$ cat src/rtl/uart_flags_pkg.sv
// constants, field layout and bus carrier of the serial port flag block
// assumes an apb master on the same clock as the block
//
// Summary of operation
// - flags other than noise and framing stay set until software clears them
// - enabling transmitter sets empty and done flags
// - empty flag set when buffer can take more
// - empty flag interrupts only when its enable set
// - done flag marks queue sent, own enable
// - disable only requests stop, character finishes
// - only reset stops transmitter at once
// - idle disable releases pin on bit tick
// - busy disable finishes character, drops queued one
// - last character still sets empty and done
// - five receive flags, three can interrupt
// - full flag set when character reaches buffer
// - overrun drops new character, buffer unchanged
// - overrun sets overrun flag instead of full
// - noise and framing describe buffer, no interrupt
// - line idle after one character time high
// - idle flag only on busy-to-idle change
package uart_flags_pkg;

   // ------------------------------------------------------------
   // register map
   // ------------------------------------------------------------
   localparam logic [7:0] CTRL_ADDR = 8'h00;
   localparam logic [7:0] STATUS_ADDR = 8'h04;
   localparam logic [7:0] DATA_ADDR = 8'h08;
   localparam logic [7:0] MASK_ADDR = 8'h0c;
   localparam logic [7:0] BAUD_ADDR = 8'h10;

   // ------------------------------------------------------------
   // fields
   // ------------------------------------------------------------
   localparam int CTRL_TX_ON = 0;
   localparam int CTRL_RX_ON = 1;
   localparam int ST_TX_EMPTY = 0;
   localparam int ST_TX_DONE = 1;
   localparam int ST_RX_FULL = 2;
   localparam int ST_OVERRUN = 3;
   localparam int ST_NOISE = 4;
   localparam int ST_FRAMING = 5;
   localparam int ST_IDLE = 6;
   localparam logic [6:0] MASK_WRITABLE = 7'h47;

   // ------------------------------------------------------------
   // reset values and timing counts
   // ------------------------------------------------------------
   localparam logic [1:0] CTRL_RESET = 2'h0;
   localparam logic [6:0] MASK_RESET = 7'h00;
   localparam logic [15:0] BAUD_RESET = 16'h0035;
   localparam int RT_PER_BIT = 16;
   localparam int FRAME_BITS = 10;
   localparam int IDLE_RT = RT_PER_BIT * FRAME_BITS;
   localparam logic [3:0] RT_LAST = 4'(RT_PER_BIT - 1);
   localparam logic [3:0] BIT_LAST = 4'(FRAME_BITS - 1);
   localparam logic [7:0] IDLE_LAST = 8'(IDLE_RT - 1);

   typedef struct packed
   {
      logic psel;
      logic penable;
      logic pwrite;
      logic [7:0] paddr;
      logic [31:0] pwdata;
   } apb_req_s;

   typedef enum logic [1:0]
   {
      TX_OFF = 2'b00,
      TX_IDLE = 2'b01,
      TX_SHIFT = 2'b11,
      TX_LEAVE = 2'b10
   } tx_state_e;

endpackage
$ cat src/rtl/serial_port_status_flags.sv
// status flags, interrupt request and shift logic of an async serial port
// assumes apb on the same clock; rx pin is asynchronous to it
//
// The address map and the APB slave port were left to the implementer.
`timescale 1ns/1ns
module serial_port_status_flags #(
   parameter int DivWidth = 16
)(
   // clock and reset
   input wire logic clock,
   input wire logic nrst,
   // apb slave
   input wire uart_flags_pkg::apb_req_s apbReq,
   output logic [31:0] prdata,
   output logic pready,
   output logic pslverr,
   // serial pins
   input wire logic rxPin,
   output logic txPin,
   output logic txPinOe,
   // interrupt
   output logic irq
);
   import uart_flags_pkg::*;

   generate
      if (DivWidth < 1 || DivWidth > 16)
      begin : g_bad_width
         $error("DivWidth must lie in 1..16");
      end
      if ((BAUD_RESET >> DivWidth) != 16'h0)
      begin : g_bad_reset
         $error("DivWidth too narrow for the reset divisor");
      end
      // rx and tx rt counters wrap at 16, idle count is 8 bits
      if (RT_PER_BIT != 16 || FRAME_BITS > 16 || IDLE_RT > 256)
      begin : g_bad_timing
         $error("timing constants do not fit the counters");
      end
   endgenerate

   // ------------------------------------------------------------
   // state
   // ------------------------------------------------------------
   typedef struct packed
   {
      logic [2:0] rxSync;
      logic [1:0] ctrl;
      logic [6:0] mask;
      logic [DivWidth-1:0] baud;
      logic [DivWidth-1:0] rtCnt;
      logic [6:0] status;
      logic [6:0] armed;
      tx_state_e txState;
      logic [3:0] txRt;
      logic [3:0] txBits;
      logic [9:0] txShift;
      logic [7:0] txBuf;
      logic txBufFull;
      logic [7:0] rxBuf;
      logic rxActive;
      logic [3:0] rxRt;
      logic [3:0] rxBits;
      logic [7:0] rxShift;
      logic [2:0] rxSamp;
      logic rxNoise;
      logic rxLine;
      logic [7:0] idleCnt;
      logic lineBusy;
      logic [31:0] rdata;
   } state_s;

   state_s state_ff;
   state_s nxt_state;

   logic setupPh;
   logic accessPh;
   logic mapped;
   logic rtTick;
   logic txTick;
   logic [6:0] setBits;
   logic [6:0] clrBits;
   logic [6:0] maskEff;
   logic maj;
   logic [3:0] rtNext;

   assign setupPh = apbReq.psel && !apbReq.penable;
   assign accessPh = apbReq.psel && apbReq.penable;
   assign mapped = apbReq.paddr inside {CTRL_ADDR, STATUS_ADDR, DATA_ADDR,
      MASK_ADDR, BAUD_ADDR};
   assign pready = 1'b1;
   assign pslverr = accessPh && !mapped;
   assign rtTick = state_ff.rtCnt == '0;
   assign txTick = rtTick && state_ff.txRt == RT_LAST;
   assign maj = (state_ff.rxSamp[0] & state_ff.rxSamp[1])
      | (state_ff.rxSamp[0] & state_ff.rxSamp[2])
      | (state_ff.rxSamp[1] & state_ff.rxSamp[2]);
   assign rtNext = state_ff.rxRt + 4'h1;

   // full and overrun share one enable; noise and framing never interrupt
   always_comb
   begin
      maskEff = state_ff.mask & MASK_WRITABLE;
      maskEff[ST_OVERRUN] = state_ff.mask[ST_RX_FULL];
      maskEff[ST_NOISE] = 1'b0;
      maskEff[ST_FRAMING] = 1'b0;
   end

   // ------------------------------------------------------------
   // next state
   // ------------------------------------------------------------
   always_comb
   begin
      nxt_state = state_ff;
      setBits = '0;
      clrBits = '0;

      // three stage synchroniser, change taken when stages 2 and 3 agree
      nxt_state.rxSync = {state_ff.rxSync[1:0], rxPin};
      if (state_ff.rxSync[1] == state_ff.rxSync[2])
      begin
         nxt_state.rxLine = state_ff.rxSync[2];
      end

      // 16x bit-rate enable from the divider
      if (rtTick)
      begin
         nxt_state.rtCnt = state_ff.baud;
         nxt_state.txRt = state_ff.txRt + 4'h1;
      end
      else
      begin
         nxt_state.rtCnt = state_ff.rtCnt - 1'b1;
      end

      // ------------------------------------------------------------
      // register bus
      // ------------------------------------------------------------
      // apb: read data captured in setup so it comes from a flop
      if (setupPh && !apbReq.pwrite)
      begin
         unique case (apbReq.paddr)
            CTRL_ADDR: nxt_state.rdata = 32'(state_ff.ctrl);
            STATUS_ADDR: nxt_state.rdata = 32'(state_ff.status);
            DATA_ADDR: nxt_state.rdata = 32'(state_ff.rxBuf);
            MASK_ADDR: nxt_state.rdata = 32'(state_ff.mask);
            BAUD_ADDR: nxt_state.rdata = 32'(state_ff.baud);
            default: nxt_state.rdata = 32'h0;
         endcase
      end

      if (accessPh)
      begin
         if (apbReq.pwrite)
         begin
            unique case (apbReq.paddr)
               CTRL_ADDR:
               begin
                  nxt_state.ctrl = apbReq.pwdata[1:0];
                  if (apbReq.pwdata[CTRL_TX_ON] && !state_ff.ctrl[CTRL_TX_ON])
                  begin
                     setBits[ST_TX_EMPTY] = 1'b1;
                     setBits[ST_TX_DONE] = 1'b1;
                  end
               end
               STATUS_ADDR: clrBits = clrBits | apbReq.pwdata[6:0];
               DATA_ADDR:
               begin
                  // writes while disabled are dropped, nothing will send them
                  // a second write before the load replaces the queued byte
                  if (state_ff.ctrl[CTRL_TX_ON])
                  begin
                     nxt_state.txBuf = apbReq.pwdata[7:0];
                     nxt_state.txBufFull = 1'b1;
                  end
               end
               MASK_ADDR: nxt_state.mask = apbReq.pwdata[6:0] & MASK_WRITABLE;
               BAUD_ADDR: nxt_state.baud = apbReq.pwdata[DivWidth-1:0];
               default: ;
            endcase
         end
         if (apbReq.paddr == STATUS_ADDR && !apbReq.pwrite)
         begin
            // arm only what the read returned; a flag set since stays up
            nxt_state.armed = state_ff.rdata[6:0];
         end
         if (apbReq.paddr == DATA_ADDR)
         begin
            clrBits = clrBits | state_ff.armed;
            nxt_state.armed = '0;
         end
      end

      // ------------------------------------------------------------
      // transmitter
      // ------------------------------------------------------------
      unique case (state_ff.txState)
         TX_OFF:
         begin
            nxt_state.txBufFull = 1'b0;
            if (state_ff.ctrl[CTRL_TX_ON])
            begin
               nxt_state.txState = TX_IDLE;
            end
         end
         TX_IDLE:
         begin
            if (txTick)
            begin
               if (!state_ff.ctrl[CTRL_TX_ON])
               begin
                  nxt_state.txState = TX_OFF;
                  nxt_state.txBufFull = 1'b0;
               end
               else if (state_ff.txBufFull)
               begin
                  nxt_state.txShift = {1'b1, state_ff.txBuf, 1'b0};
                  nxt_state.txBufFull = 1'b0;
                  nxt_state.txBits = '0;
                  nxt_state.txState = TX_SHIFT;
                  setBits[ST_TX_EMPTY] = 1'b1;
               end
            end
         end
         TX_SHIFT:
         begin
            // a cleared enable waits here for the frame end
            if (txTick)
            begin
               nxt_state.txShift = {1'b1, state_ff.txShift[9:1]};
               nxt_state.txBits = state_ff.txBits + 4'h1;
               if (state_ff.txBits == BIT_LAST)
               begin
                  if (!state_ff.ctrl[CTRL_TX_ON])
                  begin
                     nxt_state.txState = TX_LEAVE;
                     nxt_state.txBufFull = 1'b0;
                     setBits[ST_TX_EMPTY] = 1'b1;
                     setBits[ST_TX_DONE] = 1'b1;
                  end
                  else if (state_ff.txBufFull)
                  begin
                     nxt_state.txShift = {1'b1, state_ff.txBuf, 1'b0};
                     nxt_state.txBufFull = 1'b0;
                     nxt_state.txBits = '0;
                     setBits[ST_TX_EMPTY] = 1'b1;
                  end
                  else
                  begin
                     nxt_state.txState = TX_IDLE;
                     setBits[ST_TX_DONE] = 1'b1;
                  end
               end
            end
         end
         TX_LEAVE:
         begin
            nxt_state.txState = TX_OFF;
         end
      endcase

      // ------------------------------------------------------------
      // receiver
      // ------------------------------------------------------------
      if (rtTick && state_ff.ctrl[CTRL_RX_ON])
      begin
         if (!state_ff.rxActive)
         begin
            if (!state_ff.rxLine)
            begin
               nxt_state.rxActive = 1'b1;
               nxt_state.rxRt = '0;
               nxt_state.rxBits = '0;
               nxt_state.rxNoise = 1'b0;
               nxt_state.lineBusy = 1'b1;
            end
         end
         else
         begin
            nxt_state.rxRt = rtNext;
            if (state_ff.rxRt inside {4'h7, 4'h8, 4'h9})
            begin
               nxt_state.rxSamp = {state_ff.rxSamp[1:0], state_ff.rxLine};
            end
            if (state_ff.rxRt == RT_LAST)
            begin
               if (!(&state_ff.rxSamp) && (|state_ff.rxSamp))
               begin
                  nxt_state.rxNoise = 1'b1;
               end
               nxt_state.rxBits = state_ff.rxBits + 4'h1;
               if (state_ff.rxBits == 4'h0 && maj)
               begin
                  // glitch, not a start bit
                  nxt_state.rxActive = 1'b0;
               end
               else if (state_ff.rxBits == BIT_LAST)
               begin
                  nxt_state.rxActive = 1'b0;
                  if (state_ff.status[ST_RX_FULL])
                  begin
                     setBits[ST_OVERRUN] = 1'b1;
                  end
                  else
                  begin
                     nxt_state.rxBuf = state_ff.rxShift;
                     setBits[ST_RX_FULL] = 1'b1;
                     setBits[ST_NOISE] = nxt_state.rxNoise;
                     setBits[ST_FRAMING] = !maj;
                     clrBits[ST_NOISE] = !nxt_state.rxNoise;
                     clrBits[ST_FRAMING] = maj;
                  end
               end
               else if (state_ff.rxBits != 4'h0)
               begin
                  nxt_state.rxShift = {maj, state_ff.rxShift[7:1]};
               end
            end
         end
      end
      else if (!state_ff.ctrl[CTRL_RX_ON])
      begin
         // a disabled receiver drops any half-received character
         nxt_state.rxActive = 1'b0;
      end

      // ------------------------------------------------------------
      // idle detection
      // ------------------------------------------------------------
      // idle line: one full character time of ones
      if (!state_ff.rxLine || state_ff.rxActive)
      begin
         nxt_state.idleCnt = '0;
      end
      else if (rtTick && state_ff.idleCnt != IDLE_LAST)
      begin
         nxt_state.idleCnt = state_ff.idleCnt + 8'h1;
      end
      else if (state_ff.idleCnt == IDLE_LAST && state_ff.lineBusy)
      begin
         setBits[ST_IDLE] = 1'b1;
         nxt_state.lineBusy = 1'b0;
      end

      // ------------------------------------------------------------
      // flag update
      // ------------------------------------------------------------
      // set wins over a clear in the same cycle
      nxt_state.status = (state_ff.status & ~clrBits) | setBits;
   end

   // ------------------------------------------------------------
   // registers
   // ------------------------------------------------------------
   always_ff @(posedge clock or negedge nrst)
   begin
      if (!nrst)
      begin
         // reset abandons any frame in progress
         state_ff <= '{rxSync: 3'h7, ctrl: CTRL_RESET, mask: MASK_RESET,
            baud: DivWidth'(BAUD_RESET), txState: TX_OFF, txShift: 10'h3ff,
            rxLine: 1'b1, default: '0};
      end
      else
      begin
         state_ff <= nxt_state;
      end
   end

   // ------------------------------------------------------------
   // outputs
   // ------------------------------------------------------------
   assign prdata = state_ff.rdata;
   assign txPin = state_ff.txState == TX_SHIFT ? state_ff.txShift[0] : 1'b1;
   assign txPinOe = state_ff.txState != TX_OFF;
   assign irq = |(state_ff.status & maskEff);

endmodule // serial_port_status_flags

$ cat config.mk
export PLATFORM = sky130hd
export DESIGN_NAME = serial_port_status_flags
export DESIGN_NICKNAME = d
export VERILOG_FILES = /design/src/rtl/uart_flags_pkg.sv /design/src/rtl/serial_port_status_flags.sv
export SDC_FILE = /design/constraint.sdc
export NUM_CORES = 1
export LEC_CHECK = 0
export ABC_AREA = 1
export BUFFER_PORTS_ARGS = -buffer_cell sky130_fd_sc_hd__buf_2
export CAP_MARGIN = 20
export CORE_AREA = 8 8 126 128
export CTS_CLUSTER_SIZE = 28
export DETAILED_ROUTE_END_ITERATION = 10
export DIE_AREA = 0 0 134 136
export GPL_TIMING_DRIVEN = 0
export HOLD_SLACK_MARGIN = 0.02
export PLACE_DENSITY_LB_ADDON = 0.05
export RECOVER_POWER = 25
export REMOVE_ABC_BUFFERS = 1
export SYNTH_ARGS = -nofsm -noshare
export SYNTH_HDL_FRONTEND = slang
export SYNTH_SLANG_ARGS = --single-unit
$ cat constraint.sdc
create_clock -name clock -period 1.8 [get_ports clock]
set_clock_uncertainty 0.1 [all_clocks]
set_input_delay 0.36 -clock clock [delete_from_list [all_inputs] [get_ports clock]]
set_output_delay 0.36 -clock clock [all_outputs]
set_load 0.02 [all_outputs]
==> flow_summary.json <==
{
  "status": "complete, but fails checks",
  "violations": "setup timing",
  "synth_common_cells": "nand2_1 (232), dfrtp_1 (121), inv_1 (106), o21ai_0 (95), nor2_1 (66)",
  "ios": 83,
  "cp_data_arrival_time_ns": 2.11,
  "min_from": "apbReq[15]",
  "start_util": 0.516,
  "r2r_cells": 9,
  "synth_area_per_cell_um2": 8.09,
  "cts_buffer_depth": 2,
  "drtIter0Drc": 496,
  "leakage_nw": 4.38,
  "grt_usage": 0.198,
  "clock_latency_ns": 0.42,
  "crit_required_ns": 2.04,
  "yosysTopAreaCell": "dfrtp_1",
  "layout-drive-gt1-share": 0.288,
  "final.period_utilization": 1.04,
  "cts-htree-levels": 4,
  "die_w_um": 134,
  "reg2reg_slack_ns": -0.07,
  "worstHoldPathCells": 2,
  "cp_max_fo": 8,
  "coreArea_mm2": 0.0140,
  "ant_nets": 0,
  "cts_sinks": 138,
  "routabilityCongestion": 0.891,
  "end_kind": "register",
  "synth_edf_count": 0,
  "drc": 0,
  "routed-via-count": 6155,
  "async_reset_ff_frac": 1.00,
  "pre_cts_ws_ns": -0.744,
  "ys.flop_type": "dfrtp_1",
  "yosysSeqAreaShare": 0.480,
  "dpl.hpwl_mm": 12.1,
  "synth.distinct_cells": 47,
  "ir_worst_vdd_uv": 767,
  "cts.clk_slew.worst_paths_ns": 0.06,
  "die_area_mm2": 0.0182,
  "rr_startpoint": "state_ff[114]$_DFF_PN0_",
  "max_freq_mhz": 534,
  "synthCells": 895,
  "n_antenna_cell": 0,
  "grt_pass1_wl_mm": 28.9,
  "hp-class": "in2reg",
  "tightestPinTransition_ns": 0.803,
  "power_density_mw_per_mm2": 951,
  "grt_pass1_vias": 6002,
  "maxSlewViolCount": 0,
  "setup_viol": 33,
  "timing.slew.headroom": 0.464,
  "setup_ws_ns": -0.0728,
  "portBuffers": 49,
  "rows": 44,
  "root_buffer": "clkbuf_16",
  "final_nets": 1042,
  "grt.overflow.total": 0,
  "wl_per_cell_um": 15.4,
  "grt_max_degree": 84,
  "finalInstanceArea_mm2": 0.00912,
  "timing.final.crit_period_ns": 1.87,
  "yosysTopAreaCellShare": 0.418,
  "viasPerCell": 5.21,
  "max_cap_violations": 0,
  "syn-cell-area_mm2": 0.00724,
  "wirelength_mm": 18.2,
  "rsz0062_at_grt": "true",
  "startpoint_type": "register",
  "fp.dieH_um": 136,
  "final-hold-violation-count": 0,
  "ys_top_cells_by_area": "dfrtp_1 (42%), nand2_1 (12%), o21ai_0 (6.6%), dfstp_2 (6.2%), inv_1 (5.5%)",
  "holdWs_ns": 0.0776,
  "critical_path_class": "reg2reg",
  "r2r-end": "state_ff[69]$_DFFE_PN0P_",
  "p_total_mw": 8.67,
  "synth.most_common_cell": "nand2_1",
  "tritoncts": "yes",
  "tns_ns": -1.32,
  "ys_seq_elements": 138,
  "dr.pass1.iters": 5,
  "ys_warn_count": 0,
  "placed_cell_area_mm2": 0.00748,
  "area_delta_synth_final_pct": 25.9,
  "grt_antenna_before_repair": 0,
  "numCtsBuffers": 17,
  "holdPathEnd": "state_ff[145]$_DFFE_PN0P_"
}
-- state kept, by name (all words and copies together) (netlist names) --
register / count
state_ff: 116
prdata: 16
nxt_state: 2
maskEff: 4
-- critical path, stage by stage (launching register included) --
cell and delay, ns:
dfrtp_1 0.39, inv_2 0.09, ha_4 0.17, nand2_8 0.07, nor2_8 0.13, nand3b_4 0.18, nor2_8 0.22, buf_12 0.14
nand3_4 0.12, a21oi_1 0.19
-- worst max-delay path by stage --
| stage | startpoint | end | slack (ns) | cells after the start |
|---|---|---|---|---|
| after global routing | state_ff[114]$_DFF_PN0_ | state_ff[52]$_DFFE_PN0P_ | -0.16 | 10 |
| after detailed placement | apbReq[39] | pslverr | -0.74 | 7 |
| after global placement | nrst | state_ff[46]$_DFFE_PN0P_ | -1.66 | 1 |
| after CTS | state_ff[115]$_DFF_PN0_ | state_ff[81]$_DFFE_PN1P_ | -0.09 | 10 |
| after floorplan | apbReq[37] | pslverr | -0.24 | 5 |
| final | state_ff[114]$_DFF_PN0_ | state_ff[69]$_DFFE_PN0P_ | -0.07 | 9 |
-- placed cells by master (no fill, tap or decap), types with 11 or more instances in the layout --
master,instances
nand4_1,16
conb_1,17
nor2_2,14
clkbuf_16,17
dfstp_2,16
nor2_4,20
buf_4,43
o21ai_0,84
inv_1,97
nand2_1,208
o21ai_1,11
nor2_1,38
dfrtp_1,119
inv_2,14
a21oi_1,21
buf_2,44
nand2_2,17
nand3_1,35
-- report_power, final --
part | switching (mW) | internal (mW)
clock network | 1.38 | 1.94
logic | 0.974 | 0.687
registers | 0.304 | 3.39
total | 2.66 | 6.01
-- metrics by stage --
stage / utilization / std cells
floorplan: - / 858
global placement: 0.529 / 1091
detailed placement: 0.533 / 1093
CTS: 0.609 / 1157
global route: 0.649 / 1182
finish: 0.649 / 1182
-- logic make-up after synthesis --
logic type	synth area share
other cells	0.00104
simple gates	0.246
flops	0.480
mux	0.0140
fa+ha+maj	0.0204
compound gates	0.110
xor+xnor	0.0230
buf+inv	0.106
-- area by class of cell --
cell class | count | area (µm²)
clock buffers | 18 | 439
repair buffers | 103 | 759
multi-input cells | 613 | 3660
clock inverters | 14 | 124
well taps | 184 | 230
fillers | 1165 | 4920
inverters | 112 | 428
flip-flops and latches | 138 | 3480
-- per-layer routing --
layer / GRT usage / vias up / wire length [µm]
li1: - / 3021 / -
met1: 0.243 / 2955 / 7610
met2: 0.340 / 158 / 9460
met3: 0.0466 / 21 / 791
met4: 0.0561 / 0 / 298
met5: 0 / - / 0
-- what timing repair did --
action	in CTS	in global routing
cloned	3	2
setup buffers	27	24
setup endpoints to repair	105	68
hold endpoints to repair	50	0
pin swaps	27	34
resized for setup	61	108
hold buffers	2	0
Note: power is estimated with default switching activity, not from simulation.
